--- config.mk ---
export PLATFORM = sky130hd
export DESIGN_NAME = split_mac
export DESIGN_NICKNAME = d
export VERILOG_FILES = /design/src/split_mac_pkg.sv /design/src/split_mac.sv
export VERILOG_INCLUDE_DIRS = /design/src
export SDC_FILE = /design/constraint.sdc
export NUM_CORES = 2
export LEC_CHECK = 0
export ABC_AREA = 0
export BUFFER_PORTS_ARGS = -buffer_cell sky130_fd_sc_hd__buf_2
export CAP_MARGIN = 25
export CORE_MARGIN = 8
export CORE_UTILIZATION = 40
export CTS_CLUSTER_SIZE = 25
export DETAILED_ROUTE_END_ITERATION = 7
export PLACE_DENSITY_LB_ADDON = 0.12
export REMOVE_ABC_BUFFERS = 1
export SLEW_MARGIN = 30
export SYNTH_ARGS = -nofsm -noshare
export SYNTH_HDL_FRONTEND = slang
export SYNTH_SLANG_ARGS = --single-unit
--- constraint.sdc ---
create_clock -name core_clk -period 15.4 [get_ports core_clk]
set_input_delay 0.77 -clock core_clk [delete_from_list [all_inputs] [get_ports core_clk]]
set_output_delay 0.77 -clock core_clk [all_outputs]
set_load 0.005 [all_outputs]
--- src/split_mac_defines.svh ---
// Purpose: named constants of the split multiply-accumulate slice
// Assumes: included by bare name wherever a constant is needed
// Notes:   definitions only
`ifndef SPLIT_MAC_DEFINES_SVH
`define SPLIT_MAC_DEFINES_SVH

// wishbone geometry
`define SMAC_ADR_W       8
`define SMAC_DAT_W       32
`define SMAC_SEL_W       4

// register byte addresses
`define SMAC_CFG_ADDR    8'h00
`define SMAC_RESULT_ADDR 8'h04
`define SMAC_PROD_ADDR   8'h08
`define SMAC_FLAGS_ADDR  8'h0c

// configuration register layout
`define SMAC_CFG_W       9
`define SMAC_CFG_RESET   9'h000
`define SMAC_LANE0_HI    7
`define SMAC_LANE1_LO    8
`define SMAC_CFG_TOP     8
`define SMAC_SEL_LANE0   0
`define SMAC_SEL_LANE1   1

// datapath widths and bus read fill values
`define SMAC_HALF_W      16
`define SMAC_NARROW_W    8
`define SMAC_FULL_W      32
`define SMAC_FLAGS_PAD   29'h0000_0000
`define SMAC_CFG_PAD     23'h00_0000
`define SMAC_RD_NONE     32'h0000_0000

`endif

--- src/split_mac_pkg.sv ---
// Purpose: types of the split multiply-accumulate slice
// Assumes: split_mac_defines.svh supplies the widths
// Notes:   state is one packed struct, registered as a whole
`include "split_mac_defines.svh"

package split_mac_pkg;

  // configuration bits, msb first
  typedef struct packed {
    logic ext_sel;    // summand from previous slice sign extension
    logic casc_sel;   // lower carry from cascade, else from tile
    logic sgn;        // signed operands
    logic split_acc;  // two 16-bit accumulators
    logic split_mult; // two 8x8 multipliers
    logic acc_comb;   // adder result combinational
    logic out_reg;    // output register in path
    logic mid_reg;    // product register in path
    logic in_reg;     // input registers in path
  } cfg_t;

  // whole slice state
  typedef struct packed {
    cfg_t                    cfg;   // software configuration
    logic [`SMAC_HALF_W-1:0] a;     // registered operand a
    logic [`SMAC_HALF_W-1:0] b;     // registered operand b
    logic [`SMAC_HALF_W-1:0] c;     // registered upper load operand
    logic [`SMAC_HALF_W-1:0] d;     // registered lower load operand
    logic [`SMAC_FULL_W-1:0] prod;  // intermediate product register
    logic [`SMAC_FULL_W-1:0] acc;   // accumulator, upper and lower half
    logic [`SMAC_FULL_W-1:0] outq;  // output register
    logic                    ccas;  // cascade carry out
    logic                    ctile; // carry out to tile above
    logic                    sext;  // sign extension out
    logic                    ack;   // bus acknowledge
    logic [`SMAC_DAT_W-1:0]  rdata; // bus read data
  } state_t;

endpackage

--- src/split_mac.sv ---
// Purpose: hard multiply-accumulate slice with split halves
// Assumes: one clock, synchronous active-high reset, classic wishbone
// Notes:   configuration is a wishbone register; per-half controls are pins
//
// Local design decisions: the register offsets and register access over Wishbone.
`timescale 1ns/1ps
`include "split_mac_defines.svh"

module split_mac
  import split_mac_pkg::*;
(
  input  wire logic                    core_clk,               // slice clock
  input  wire logic                    reset,                  // sync reset, high
  input  wire logic                    wb_cyc_i,               // bus cycle
  input  wire logic                    wb_stb_i,               // bus strobe
  input  wire logic                    wb_we_i,                // bus write
  input  wire logic [`SMAC_ADR_W-1:0]  wb_adr_i,               // byte address
  input  wire logic [`SMAC_SEL_W-1:0]  wb_sel_i,               // byte lanes
  input  wire logic [`SMAC_DAT_W-1:0]  wb_dat_i,               // write data
  output logic      [`SMAC_DAT_W-1:0]  wb_dat_o,               // read data
  output logic                         wb_ack_o,               // acknowledge
  input  wire logic                    slice_enable,           // update enable
  input  wire logic [`SMAC_HALF_W-1:0] op_a,                   // multiplicand
  input  wire logic [`SMAC_HALF_W-1:0] op_b,                   // multiplier
  input  wire logic [`SMAC_HALF_W-1:0] op_c,                   // upper load value
  input  wire logic [`SMAC_HALF_W-1:0] op_d,                   // lower load value
  input  wire logic                    upper_acc_load_port,    // 1 load upper
  input  wire logic                    upper_add_sub_port,     // 1 subtract upper
  input  wire logic                    lower_acc_hold_port,    // 1 hold lower
  input  wire logic                    lower_acc_clear_port,   // 1 clear lower
  input  wire logic                    lower_acc_load_port,    // 1 load lower
  input  wire logic                    lower_add_sub_port,     // 1 subtract lower
  input  wire logic                    cascade_carry_in_port,  // from previous slice
  input  wire logic                    carry_in_lower_tile,    // from tile below
  input  wire logic                    sign_extend_from_prev,  // from previous slice
  output logic      [`SMAC_FULL_W-1:0] result,                 // slice result
  output logic                         cascade_carry_out_port, // to next slice
  output logic                         carry_out_higher_tile,  // to tile above
  output logic                         sign_extend_to_next     // to next slice
);

  // narrow multiply, low bits of an extended product
  function automatic logic [`SMAC_HALF_W-1:0] mul8(
    input logic [`SMAC_NARROW_W-1:0] x,
    input logic [`SMAC_NARROW_W-1:0] y,
    input logic                      sgn
  );
    logic [`SMAC_HALF_W-1:0] xe;
    logic [`SMAC_HALF_W-1:0] ye;
    xe   = {{`SMAC_NARROW_W{sgn & x[`SMAC_NARROW_W-1]}}, x};
    ye   = {{`SMAC_NARROW_W{sgn & y[`SMAC_NARROW_W-1]}}, y};
    mul8 = xe * ye;
  endfunction

  // full multiply, low bits of an extended product
  function automatic logic [`SMAC_FULL_W-1:0] mul16(
    input logic [`SMAC_HALF_W-1:0] x,
    input logic [`SMAC_HALF_W-1:0] y,
    input logic                    sgn
  );
    logic [`SMAC_FULL_W-1:0] xe;
    logic [`SMAC_FULL_W-1:0] ye;
    xe    = {{`SMAC_HALF_W{sgn & x[`SMAC_HALF_W-1]}}, x};
    ye    = {{`SMAC_HALF_W{sgn & y[`SMAC_HALF_W-1]}}, y};
    mul16 = xe * ye;
  endfunction

  // half adder/subtracter, top bit is carry or borrow
  function automatic logic [`SMAC_HALF_W:0] addsub16(
    input logic [`SMAC_HALF_W-1:0] x,
    input logic [`SMAC_HALF_W-1:0] y,
    input logic                    cin,
    input logic                    sub
  );
    if (sub) begin
      addsub16 = {1'b0, x} - {1'b0, y} - {{`SMAC_HALF_W{1'b0}}, cin};
    end else begin
      addsub16 = {1'b0, x} + {1'b0, y} + {{`SMAC_HALF_W{1'b0}}, cin};
    end
  endfunction

  state_t st_reg;  // registered state
  state_t st_next; // next state

  logic [`SMAC_HALF_W-1:0] a_s;      // operand a after input stage
  logic [`SMAC_HALF_W-1:0] b_s;      // operand b after input stage
  logic [`SMAC_HALF_W-1:0] c_s;      // upper load operand after input stage
  logic [`SMAC_HALF_W-1:0] d_s;      // lower load operand after input stage
  logic [`SMAC_FULL_W-1:0] prod_c;   // multiplier output
  logic [`SMAC_FULL_W-1:0] p_s;      // product after intermediate stage
  logic [`SMAC_FULL_W-1:0] y_s;      // adder summand
  logic                    cin_lo;   // lower adder carry in
  logic                    cin_hi;   // upper adder carry in
  logic [`SMAC_HALF_W:0]   sum_lo;   // lower sum with carry
  logic [`SMAC_HALF_W:0]   sum_hi;   // upper sum with carry
  logic [`SMAC_FULL_W-1:0] add_res;  // adder result as selected
  logic [`SMAC_FULL_W-1:0] acc_nx;   // accumulator next value
  logic                    bus_req;  // new bus request
  logic                    bus_wr;   // write commits this edge

  // input stage, registered or direct
  assign a_s = st_reg.cfg.in_reg ? st_reg.a : op_a;
  assign b_s = st_reg.cfg.in_reg ? st_reg.b : op_b;
  assign c_s = st_reg.cfg.in_reg ? st_reg.c : op_c;
  assign d_s = st_reg.cfg.in_reg ? st_reg.d : op_d;

  // full product or two narrow products; each half serves one 8x8
  assign prod_c = st_reg.cfg.split_mult ?
    {mul8(a_s[`SMAC_HALF_W-1:`SMAC_NARROW_W], b_s[`SMAC_HALF_W-1:`SMAC_NARROW_W],
          st_reg.cfg.sgn),
     mul8(a_s[`SMAC_NARROW_W-1:0], b_s[`SMAC_NARROW_W-1:0], st_reg.cfg.sgn)} :
    mul16(a_s, b_s, st_reg.cfg.sgn);

  // intermediate register or combinational pass
  assign p_s = st_reg.cfg.mid_reg ? st_reg.prod : prod_c;

  // summand is product, or sign extension of previous slice
  assign y_s = st_reg.cfg.ext_sel ? {`SMAC_FULL_W{sign_extend_from_prev}} : p_s;

  // lower carry from cascade chain or from tile below
  assign cin_lo = st_reg.cfg.casc_sel ? cascade_carry_in_port : carry_in_lower_tile;

  // lower adder, its carry chains into upper when joined
  assign sum_lo = addsub16(st_reg.acc[`SMAC_HALF_W-1:0], y_s[`SMAC_HALF_W-1:0],
                           cin_lo, lower_add_sub_port);
  assign cin_hi = st_reg.cfg.split_acc ? 1'b0 : sum_lo[`SMAC_HALF_W];
  assign sum_hi = addsub16(st_reg.acc[`SMAC_FULL_W-1:`SMAC_HALF_W],
                           y_s[`SMAC_FULL_W-1:`SMAC_HALF_W],
                           cin_hi, upper_add_sub_port);

  // combinational sum or accumulator register
  assign add_res = st_reg.cfg.acc_comb ?
    {sum_hi[`SMAC_HALF_W-1:0], sum_lo[`SMAC_HALF_W-1:0]} : st_reg.acc;

  // accumulator next value per half
  always_comb begin
    acc_nx = st_reg.acc;
    // upper half: load C or take sum
    if (upper_acc_load_port) begin
      acc_nx[`SMAC_FULL_W-1:`SMAC_HALF_W] = c_s;
    end else begin
      acc_nx[`SMAC_FULL_W-1:`SMAC_HALF_W] = sum_hi[`SMAC_HALF_W-1:0];
    end
    // lower half: clear beats hold beats load
    if (lower_acc_clear_port) begin
      acc_nx[`SMAC_HALF_W-1:0] = {`SMAC_HALF_W{1'b0}};
    end else if (lower_acc_hold_port) begin
      acc_nx[`SMAC_HALF_W-1:0] = st_reg.acc[`SMAC_HALF_W-1:0];
    end else if (lower_acc_load_port) begin
      acc_nx[`SMAC_HALF_W-1:0] = d_s;
    end else begin
      acc_nx[`SMAC_HALF_W-1:0] = sum_lo[`SMAC_HALF_W-1:0];
    end
  end

  // bus request and write commit at the acknowledged edge
  assign bus_req = wb_cyc_i & wb_stb_i & ~st_reg.ack;
  assign bus_wr  = wb_cyc_i & wb_stb_i & wb_we_i & st_reg.ack &
                   (wb_adr_i == `SMAC_CFG_ADDR);

  // next state of the whole slice
  always_comb begin
    st_next     = st_reg;
    st_next.ack = bus_req;
    // datapath advances only when enabled
    if (slice_enable) begin
      st_next.a     = op_a;
      st_next.b     = op_b;
      st_next.c     = op_c;
      st_next.d     = op_d;
      st_next.prod  = prod_c;
      st_next.acc   = acc_nx;
      st_next.outq  = add_res;
      st_next.ccas  = sum_hi[`SMAC_HALF_W];
      st_next.ctile = st_reg.cfg.split_acc ? sum_lo[`SMAC_HALF_W] :
                      sum_hi[`SMAC_HALF_W];
      st_next.sext  = st_reg.cfg.sgn & acc_nx[`SMAC_FULL_W-1];
    end
    // configuration write by byte lane
    if (bus_wr) begin
      if (wb_sel_i[`SMAC_SEL_LANE0]) begin
        st_next.cfg[`SMAC_LANE0_HI:0] = wb_dat_i[`SMAC_LANE0_HI:0];
      end
      if (wb_sel_i[`SMAC_SEL_LANE1]) begin
        st_next.cfg[`SMAC_CFG_TOP:`SMAC_LANE1_LO] =
          wb_dat_i[`SMAC_CFG_TOP:`SMAC_LANE1_LO];
      end
    end
    // read data captured with the request
    if (bus_req) begin
      if (wb_adr_i == `SMAC_CFG_ADDR) begin
        st_next.rdata = {`SMAC_CFG_PAD, st_reg.cfg};
      end else if (wb_adr_i == `SMAC_RESULT_ADDR) begin
        st_next.rdata = result;
      end else if (wb_adr_i == `SMAC_PROD_ADDR) begin
        st_next.rdata = p_s;
      end else if (wb_adr_i == `SMAC_FLAGS_ADDR) begin
        st_next.rdata = {`SMAC_FLAGS_PAD, st_reg.sext, st_reg.ctile, st_reg.ccas};
      end else begin
        st_next.rdata = `SMAC_RD_NONE;
      end
    end
  end

  // state register, synchronous reset
  always_ff @(posedge core_clk) begin
    if (reset) begin
      st_reg     <= '0;
      st_reg.cfg <= `SMAC_CFG_RESET;
    end else begin
      st_reg <= st_next;
    end
  end

  // outputs
  assign result                 = st_reg.cfg.out_reg ? st_reg.outq : add_res;
  assign cascade_carry_out_port = st_reg.ccas;
  assign carry_out_higher_tile  = st_reg.ctile;
  assign sign_extend_to_next    = st_reg.sext;
  assign wb_dat_o               = st_reg.rdata;
  assign wb_ack_o               = st_reg.ack;

  // checks
  property p_lower_clear;
    @(posedge core_clk) disable iff (reset)
      slice_enable && lower_acc_clear_port |=> st_reg.acc[`SMAC_HALF_W-1:0] == '0;
  endproperty
  a_lower_clear: assert property (p_lower_clear) else $error("lower clear failed");

  property p_lower_hold;
    @(posedge core_clk) disable iff (reset)
      slice_enable && lower_acc_hold_port && !lower_acc_clear_port |=>
        st_reg.acc[`SMAC_HALF_W-1:0] == $past(st_reg.acc[`SMAC_HALF_W-1:0]);
  endproperty
  a_lower_hold: assert property (p_lower_hold) else $error("lower hold failed");

  property p_upper_load;
    @(posedge core_clk) disable iff (reset)
      slice_enable && upper_acc_load_port |=>
        st_reg.acc[`SMAC_FULL_W-1:`SMAC_HALF_W] == $past(c_s);
  endproperty
  a_upper_load: assert property (p_upper_load) else $error("upper load failed");

  property p_lower_load;
    @(posedge core_clk) disable iff (reset)
      slice_enable && lower_acc_load_port && !lower_acc_hold_port &&
      !lower_acc_clear_port |=> st_reg.acc[`SMAC_HALF_W-1:0] == $past(d_s);
  endproperty
  a_lower_load: assert property (p_lower_load) else $error("lower load failed");

  property p_upper_sub;
    @(posedge core_clk) disable iff (reset)
      slice_enable && !upper_acc_load_port && st_reg.cfg.split_acc &&
      upper_add_sub_port |=> st_reg.acc[`SMAC_FULL_W-1:`SMAC_HALF_W] ==
        $past(st_reg.acc[`SMAC_FULL_W-1:`SMAC_HALF_W] - y_s[`SMAC_FULL_W-1:`SMAC_HALF_W]);
  endproperty
  a_upper_sub: assert property (p_upper_sub) else $error("upper subtract failed");

  property p_lower_add;
    @(posedge core_clk) disable iff (reset)
      slice_enable && !lower_acc_clear_port && !lower_acc_hold_port &&
      !lower_acc_load_port && !lower_add_sub_port |=>
        st_reg.acc[`SMAC_HALF_W-1:0] == $past(st_reg.acc[`SMAC_HALF_W-1:0] +
          y_s[`SMAC_HALF_W-1:0] + {{`SMAC_HALF_W-1{1'b0}}, cin_lo});
  endproperty
  a_lower_add: assert property (p_lower_add) else $error("lower add failed");

  property p_joined_add;
    @(posedge core_clk) disable iff (reset)
      slice_enable && !st_reg.cfg.split_acc && !upper_acc_load_port &&
      !lower_acc_clear_port && !lower_acc_hold_port && !lower_acc_load_port &&
      !lower_add_sub_port && !upper_add_sub_port |=>
        st_reg.acc == $past(st_reg.acc + y_s + {{`SMAC_FULL_W-1{1'b0}}, cin_lo});
  endproperty
  a_joined_add: assert property (p_joined_add) else $error("carry did not chain");

  property p_idle_keep;
    @(posedge core_clk) disable iff (reset)
      !slice_enable |=> $stable(st_reg.acc) && $stable(cascade_carry_out_port);
  endproperty
  a_idle_keep: assert property (p_idle_keep) else $error("update without enable");

  property p_prod_reg;
    @(posedge core_clk) disable iff (reset)
      slice_enable ##1 st_reg.cfg.mid_reg && $stable(st_reg.cfg) |->
        p_s == $past(prod_c);
  endproperty
  a_prod_reg: assert property (p_prod_reg) else $error("product stage wrong");

endmodule // split_mac

== Yosys cells after proc, flatten, opt, wreduce, memory -nomap -nowiden ==
Cells that the tools add are included.

* Register bits: 205
* Memory bits (read-only): 0
* Latch bits: 0
* RAM bits: 0
* Memories kept: 0
* Output and inout bits: 68

* Shift-type cells: 0
* Equal/unequal tests: 4
* Muxes and demuxes: 22
* Multipliers: 3
* Bitwise gates (word level): 11
* Reduce and logical (&&, ||, !) cells: 4
* Add/subtract/negate cells: 8
* Divide/modulo/power cells: 0
* Order comparisons: 0

{| class="wikitable"
|+ Operators with widths
! kind !! number
|-
| 2-to-1 mux 32 bit || 8
|-
| 2-to-1 mux 16 bit || 8
|-
| adder 16 x 16 -> 17 bit || 2
|-
| adder 17 x 1 -> 17 bit || 2
|-
| 2-to-1 mux 17 bit || 2
|-
| subtractor 16 x 16 -> 17 bit || 2
|-
| subtractor 17 x 1 -> 17 bit || 2
|-
| multiplier 17 x 17 -> 32 bit || 1
|-
| multiplier 9 x 9 -> 16 bit || 2
|-
| == test 8 x 4 -> 1 bit (second input constant) || 2
|-
| AND 1 bit || 10
|-
| == test 8 x 3 -> 1 bit (second input constant) || 1
|-
| logical NOT 8 bit || 1
|-
| AND reduction 2 bit || 3
|-
| 2-to-1 mux 1 bit || 3
|-
| 2-to-1 mux 3 bit || 1
|-
| inequality test 2 x 1 -> 1 bit (second input constant) || 1
|-
| NOT 1 bit || 1
|}

== Depth between registers and ports, before layout ==
* Word-level depth: 16
* Depth in mapped cells: 52

== Worst setup path after synthesis ==
Ideal clock, no wire load.

* Path type: register -> output
* Start: reg st_reg[196] (netlist bit)
* End: out result[30]
* Cell stages (with the launch flop): 48
* Data required time: 14.630 ns
* Arrival: 11.451 ns
* Path slack: 3.179 ns
* Cells stage by stage: dfxtp_1 -> buf_2 -> buf_1 -> clkbuf_1 -> buf_2 -> mux2i_1 -> nor2_1 -> fa_1 -> inv_1 -> fa_1 -> fa_1 -> fa_1 -> inv_1 -> fa_1 -> inv_1 -> fa_1 -> inv_1 -> ha_1 -> [... 12 more ...] -> a21oi_1 -> o41ai_1 -> xor2_1 -> a2111o_1 -> inv_1 -> fa_1 -> ha_1 -> or2_2 -> fa_1 -> nand2b_1 -> a31o_2 -> a211oi_1 -> o31ai_1 -> or2_2 -> nand4_1 -> nand2_1 -> o21ai_0 -> mux2_2

* Word-level cells in the longest chain between the ends: 14
* Elaborated cells on any way between the ends: 25

{| class="wikitable"
|+ Ends and longest elaborated chain
! what !! RTL line !! RTL
|-
| start, declared || split_mac.sv:82 || <nowiki>state_t st_reg;</nowiki>
|-
| start signal, assigned || split_mac.sv:211 || <nowiki>st_reg <= st_next;</nowiki>
|-
| branches (longest 3 deep; another with multiplier 17 x 17 -> 32 bit) || -- ||
|-
| 2-to-1 mux 32 bit (*) || split_mac.sv:108 || <nowiki>assign prod_c = st_reg.cfg.split_mult ?</nowiki>
|-
| 2-to-1 mux 32 bit (*) || split_mac.sv:115 || <nowiki>assign p_s = st_reg.cfg.mid_reg ? st_reg.prod : prod_c;</nowiki>
|-
| 2-to-1 mux 32 bit (*) || split_mac.sv:118 || <nowiki>assign y_s = st_reg.cfg.ext_sel ? {`SMAC_FULL_W{sign_extend_from_prev}} : p_s;</nowiki>
|-
| adder 16 x 16 -> 17 bit or subtractor 16 x 16 -> 17 bit (tied branches) || split_mac.sv:78, split_mac.sv:76 ||
|-
| adder 17 x 1 -> 17 bit or subtractor 17 x 1 -> 17 bit (tied branches) || split_mac.sv:78, split_mac.sv:76 ||
|-
| 2-to-1 mux 17 bit || split_mac.sv:75 || <nowiki>if (sub) begin</nowiki>
|-
| 2-to-1 mux 1 bit || split_mac.sv:126 || <nowiki>assign cin_hi = st_reg.cfg.split_acc ? 1'b0 : sum_lo[`SMAC_HALF_W];</nowiki>
|-
| adder 17 x 1 -> 17 bit or subtractor 17 x 1 -> 17 bit (tied branches) || split_mac.sv:78, split_mac.sv:76 ||
|-
| 2-to-1 mux 17 bit (*) || split_mac.sv:75 ||
|-
| 2-to-1 mux 32 bit (*) || split_mac.sv:132 || <nowiki>assign add_res = st_reg.cfg.acc_comb ?</nowiki>
|-
| 2-to-1 mux 32 bit (*) || split_mac.sv:216 || <nowiki>assign result = st_reg.cfg.out_reg ? st_reg.outq : add_res;</nowiki>
|-
| end, declared || split_mac.sv:36 || <nowiki>output logic [`SMAC_FULL_W-1:0] result,</nowiki>
|}

Every way passes the cells marked *.

== Worst setup path after layout ==
* Start: reg st_reg[196] (netlist bit)
* End: out result[24]

Same word-level chain as after synthesis.

==> results.toml <==
[floorplanning]
dieArea_sq_mm = 0.0803
start_util = 0.402
io_pins = 191
core-area_sq_mm = 0.0711
fp.dieW_um = 283
die_y_um = 283
rows = 98

[detailed_routing]
drc = 0
vias = 23694
vias_per_cell = 5.34
ant_nets = 0
wl_um = 90800
wl_per_cell_um = 20.5
drt-initial-drc-count = 1448
dr.pass1.iters = 6

[logic_synthesis]
synth_seq_cells = 205
yosysWarnings = 0
syn_inst = 3402
syn-cell-area_sq_mm = 0.0286
ys_types = 85
seq_area_frac_synth = 0.144
syn_area_per_cell_sq_um = 8.41
synth_edf_count = 0
synth_flop_cell = "dfxtp_1"
async_reset_ff_frac = 0

[finish]
layout-drive-gt1-share = 0.103
largest_reg_flops = 169
fin_area_sq_mm = 0.0311
finish.utilization = 0.437
final_cell_mix = "584 x inv_1, 401 x nor2_1, 367 x fa_1, 333 x nand2_1, 242 x ha_1"
final_common_cell = "inv_1"
nets = 4202
area.growth.synth_to_final_pct = 8.70

[clock_network]
clock_latency_ns = 0.62
cts_setup_buffers = 0
ctsResizeCount = 0
clk_path_buf_depth = 3
ctsHoldBuffers = 0
path_clk_slew_ns = 0.06
h-tree-depth = 1
cts_sinks = 205
cts_root_buf = "clkbuf_16"
cts-buffers-inserted = 28
cts_tree = "yes"

[setup_path]
crit_path_end_kind = "output port"
cpLargestDelayFamily = "adder cells"
cp-startpoint = "st_reg[196]"
reg2regPathDepth = 48
timing.rr.start = "st_reg[196]"
critical_path.max_fanout = 40
cp_slowest_cell = "dfxtp_4"
r2r_end = "carry_out_higher_tile"
crit_required_ns = 14.63
start_kind = "flip-flop"
worstPathArrival_ns = 13.19
path_common_cell = "inv_1"
path_buf_inv = 9
timing.setup.critical_path_class = "reg2out"
r2r_setup_slack_ns = 2.61
max_stage_delay_ns = 0.78

[global_route]
grt_max_degree = 78
antenna_found_initial = 0
grt_pass1_vias = 24389
track_usage = 0.220
grt_pass1_wl_um = 141000
grt_remaining_overflow = 0

[timing]
slew_headroom = 0.342
max_clock_freq_mhz = 71.6
timing.final.crit_share = 0.906
hold_viol = 0
maxSlewViolCount = 0
period_needed_ns = 13.96
rsz0062_at_grt = "false"
fin_skew_ns = 0.0349
setup_viol = 0
tns_ns = 0
worst_pin_slew_ns = 0.976
whs_ns = 0.387

[min_path]
holdPathStages = 3
hp-class = "in2reg"
hold_end = "st_reg[201]"
hold_path_startpoint = "wb_dat_i[5]"

[placed_design]
hpwl_um = 72700
io_buffers = 165
place.gp.congestion = 0.895
placed_cell_area_sq_mm = 0.0302

[run]
cap_violations = 0

[outcome]
status = "finished, final reports clean"
==> routing by layer <==
layer  GRT usage  part of all wire  up-vias
met3      0.0236             0.048       93
met4      0.0525             0.023        0
met1       0.293              0.45    11849
li1            -                 -    11142
met2       0.381              0.48      610
met5           0                 0        -
==> cell usage after synthesis, drive strengths merged (6+ instances only) <==
| cell type | n | area share |
|---|---|---|
| a211o | 8 | 0.0025 |
| a211oi | 31 | 0.0083 |
| a21o | 30 | 0.0079 |
| a21oi | 147 | 0.026 |
| a221o | 7 | 0.0025 |
| a22o | 6 | 0.0018 |
| a22oi | 15 | 0.0039 |
| a31oi | 23 | 0.0055 |
| and2 | 8 | 0.0018 |
| and3 | 9 | 0.0020 |
| buf | 69 | 0.014 |
| clkbuf | 102 | 0.013 |
| dfxtp | 205 | 0.14 |
| fa | 367 | 0.26 |
| ha | 242 | 0.11 |
| inv | 585 | 0.077 |
| mux2 | 65 | 0.026 |
| mux2i | 190 | 0.067 |
| nand2 | 333 | 0.044 |
| nand2b | 28 | 0.0064 |
| nand3 | 29 | 0.0051 |
| nand3b | 7 | 0.0018 |
| nand4 | 6 | 0.0013 |
| nor2 | 404 | 0.053 |
| nor2b | 9 | 0.0020 |
| nor3 | 40 | 0.0070 |
| nor4 | 8 | 0.0018 |
| o211ai | 29 | 0.0076 |
| o21a | 26 | 0.0068 |
| o21ai | 109 | 0.019 |
| o21bai | 10 | 0.0026 |
| o221ai | 11 | 0.0034 |
| o22ai | 11 | 0.0024 |
| o31ai | 14 | 0.0039 |
| o41ai | 8 | 0.0027 |
| or2 | 13 | 0.0028 |
| or3 | 16 | 0.0035 |
| xnor2 | 72 | 0.022 |
| xor2 | 36 | 0.011 |
==> final cells by class <==
type	count	area, sq um
flip-flops and latches	205	4110
fillers	7267	40000
well taps	950	1190
clock inverters	9	103
repair buffers	209	1170
diodes	1	2.50
multi-input cells	2437	21500
clock buffers	39	762
inverters	589	2210
==> cells by family (layout without fill, tap and decap cells) <==
family	after synthesis	in the layout	share of synthesized area
mux	258	258	0.0946
xor+xnor	108	108	0.0331
buf+inv	760	846	0.104
flops	205	205	0.144
compound gates	543	543	0.127
fa+ha+maj	609	609	0.363
other cells	0	1	0
simple gates	919	919	0.135
==> how the worst max path moves through the flow <==
| stage | end | slack, ns | cells after the start |
|---|---|---|---|
| after detailed placement | result[30] | 2.09 | 49 |
| final | result[24] | 1.44 | 48 |
| after global routing | result[30] | 0.69 | 49 |
| after CTS | result[30] | 1.36 | 49 |
| after global placement | result[24] | 2.12 | 48 |
| after floorplan | result[30] | 1.18 | 46 |
==> through the flow <==
stage | worst slack, ns | cells
after global placement | 2.12 | 4390
final | 1.44 | 4439
after global routing | 0.693 | 4438
after detailed placement | 2.09 | 4390
after CTS | 1.36 | 4438
after floorplan | 1.18 | 3231
==> worst register-to-register path, delay by kind of cell, from the launching register on <==
kind	cells	cell delay, ns
multiplexers	2	0.71
AND/OR/NAND/NOR	6	0.98
adder cells (fa/ha/maj)	12	4.63
XOR/XNOR	2	0.31
AO/OA/AOI/OAI	18	4.29
flip-flops	1	0.78
buffers and inverters	8	0.96
Power is not shown: default switching activity piles up to over one toggle a cycle in this logic, so the estimate is an artifact.
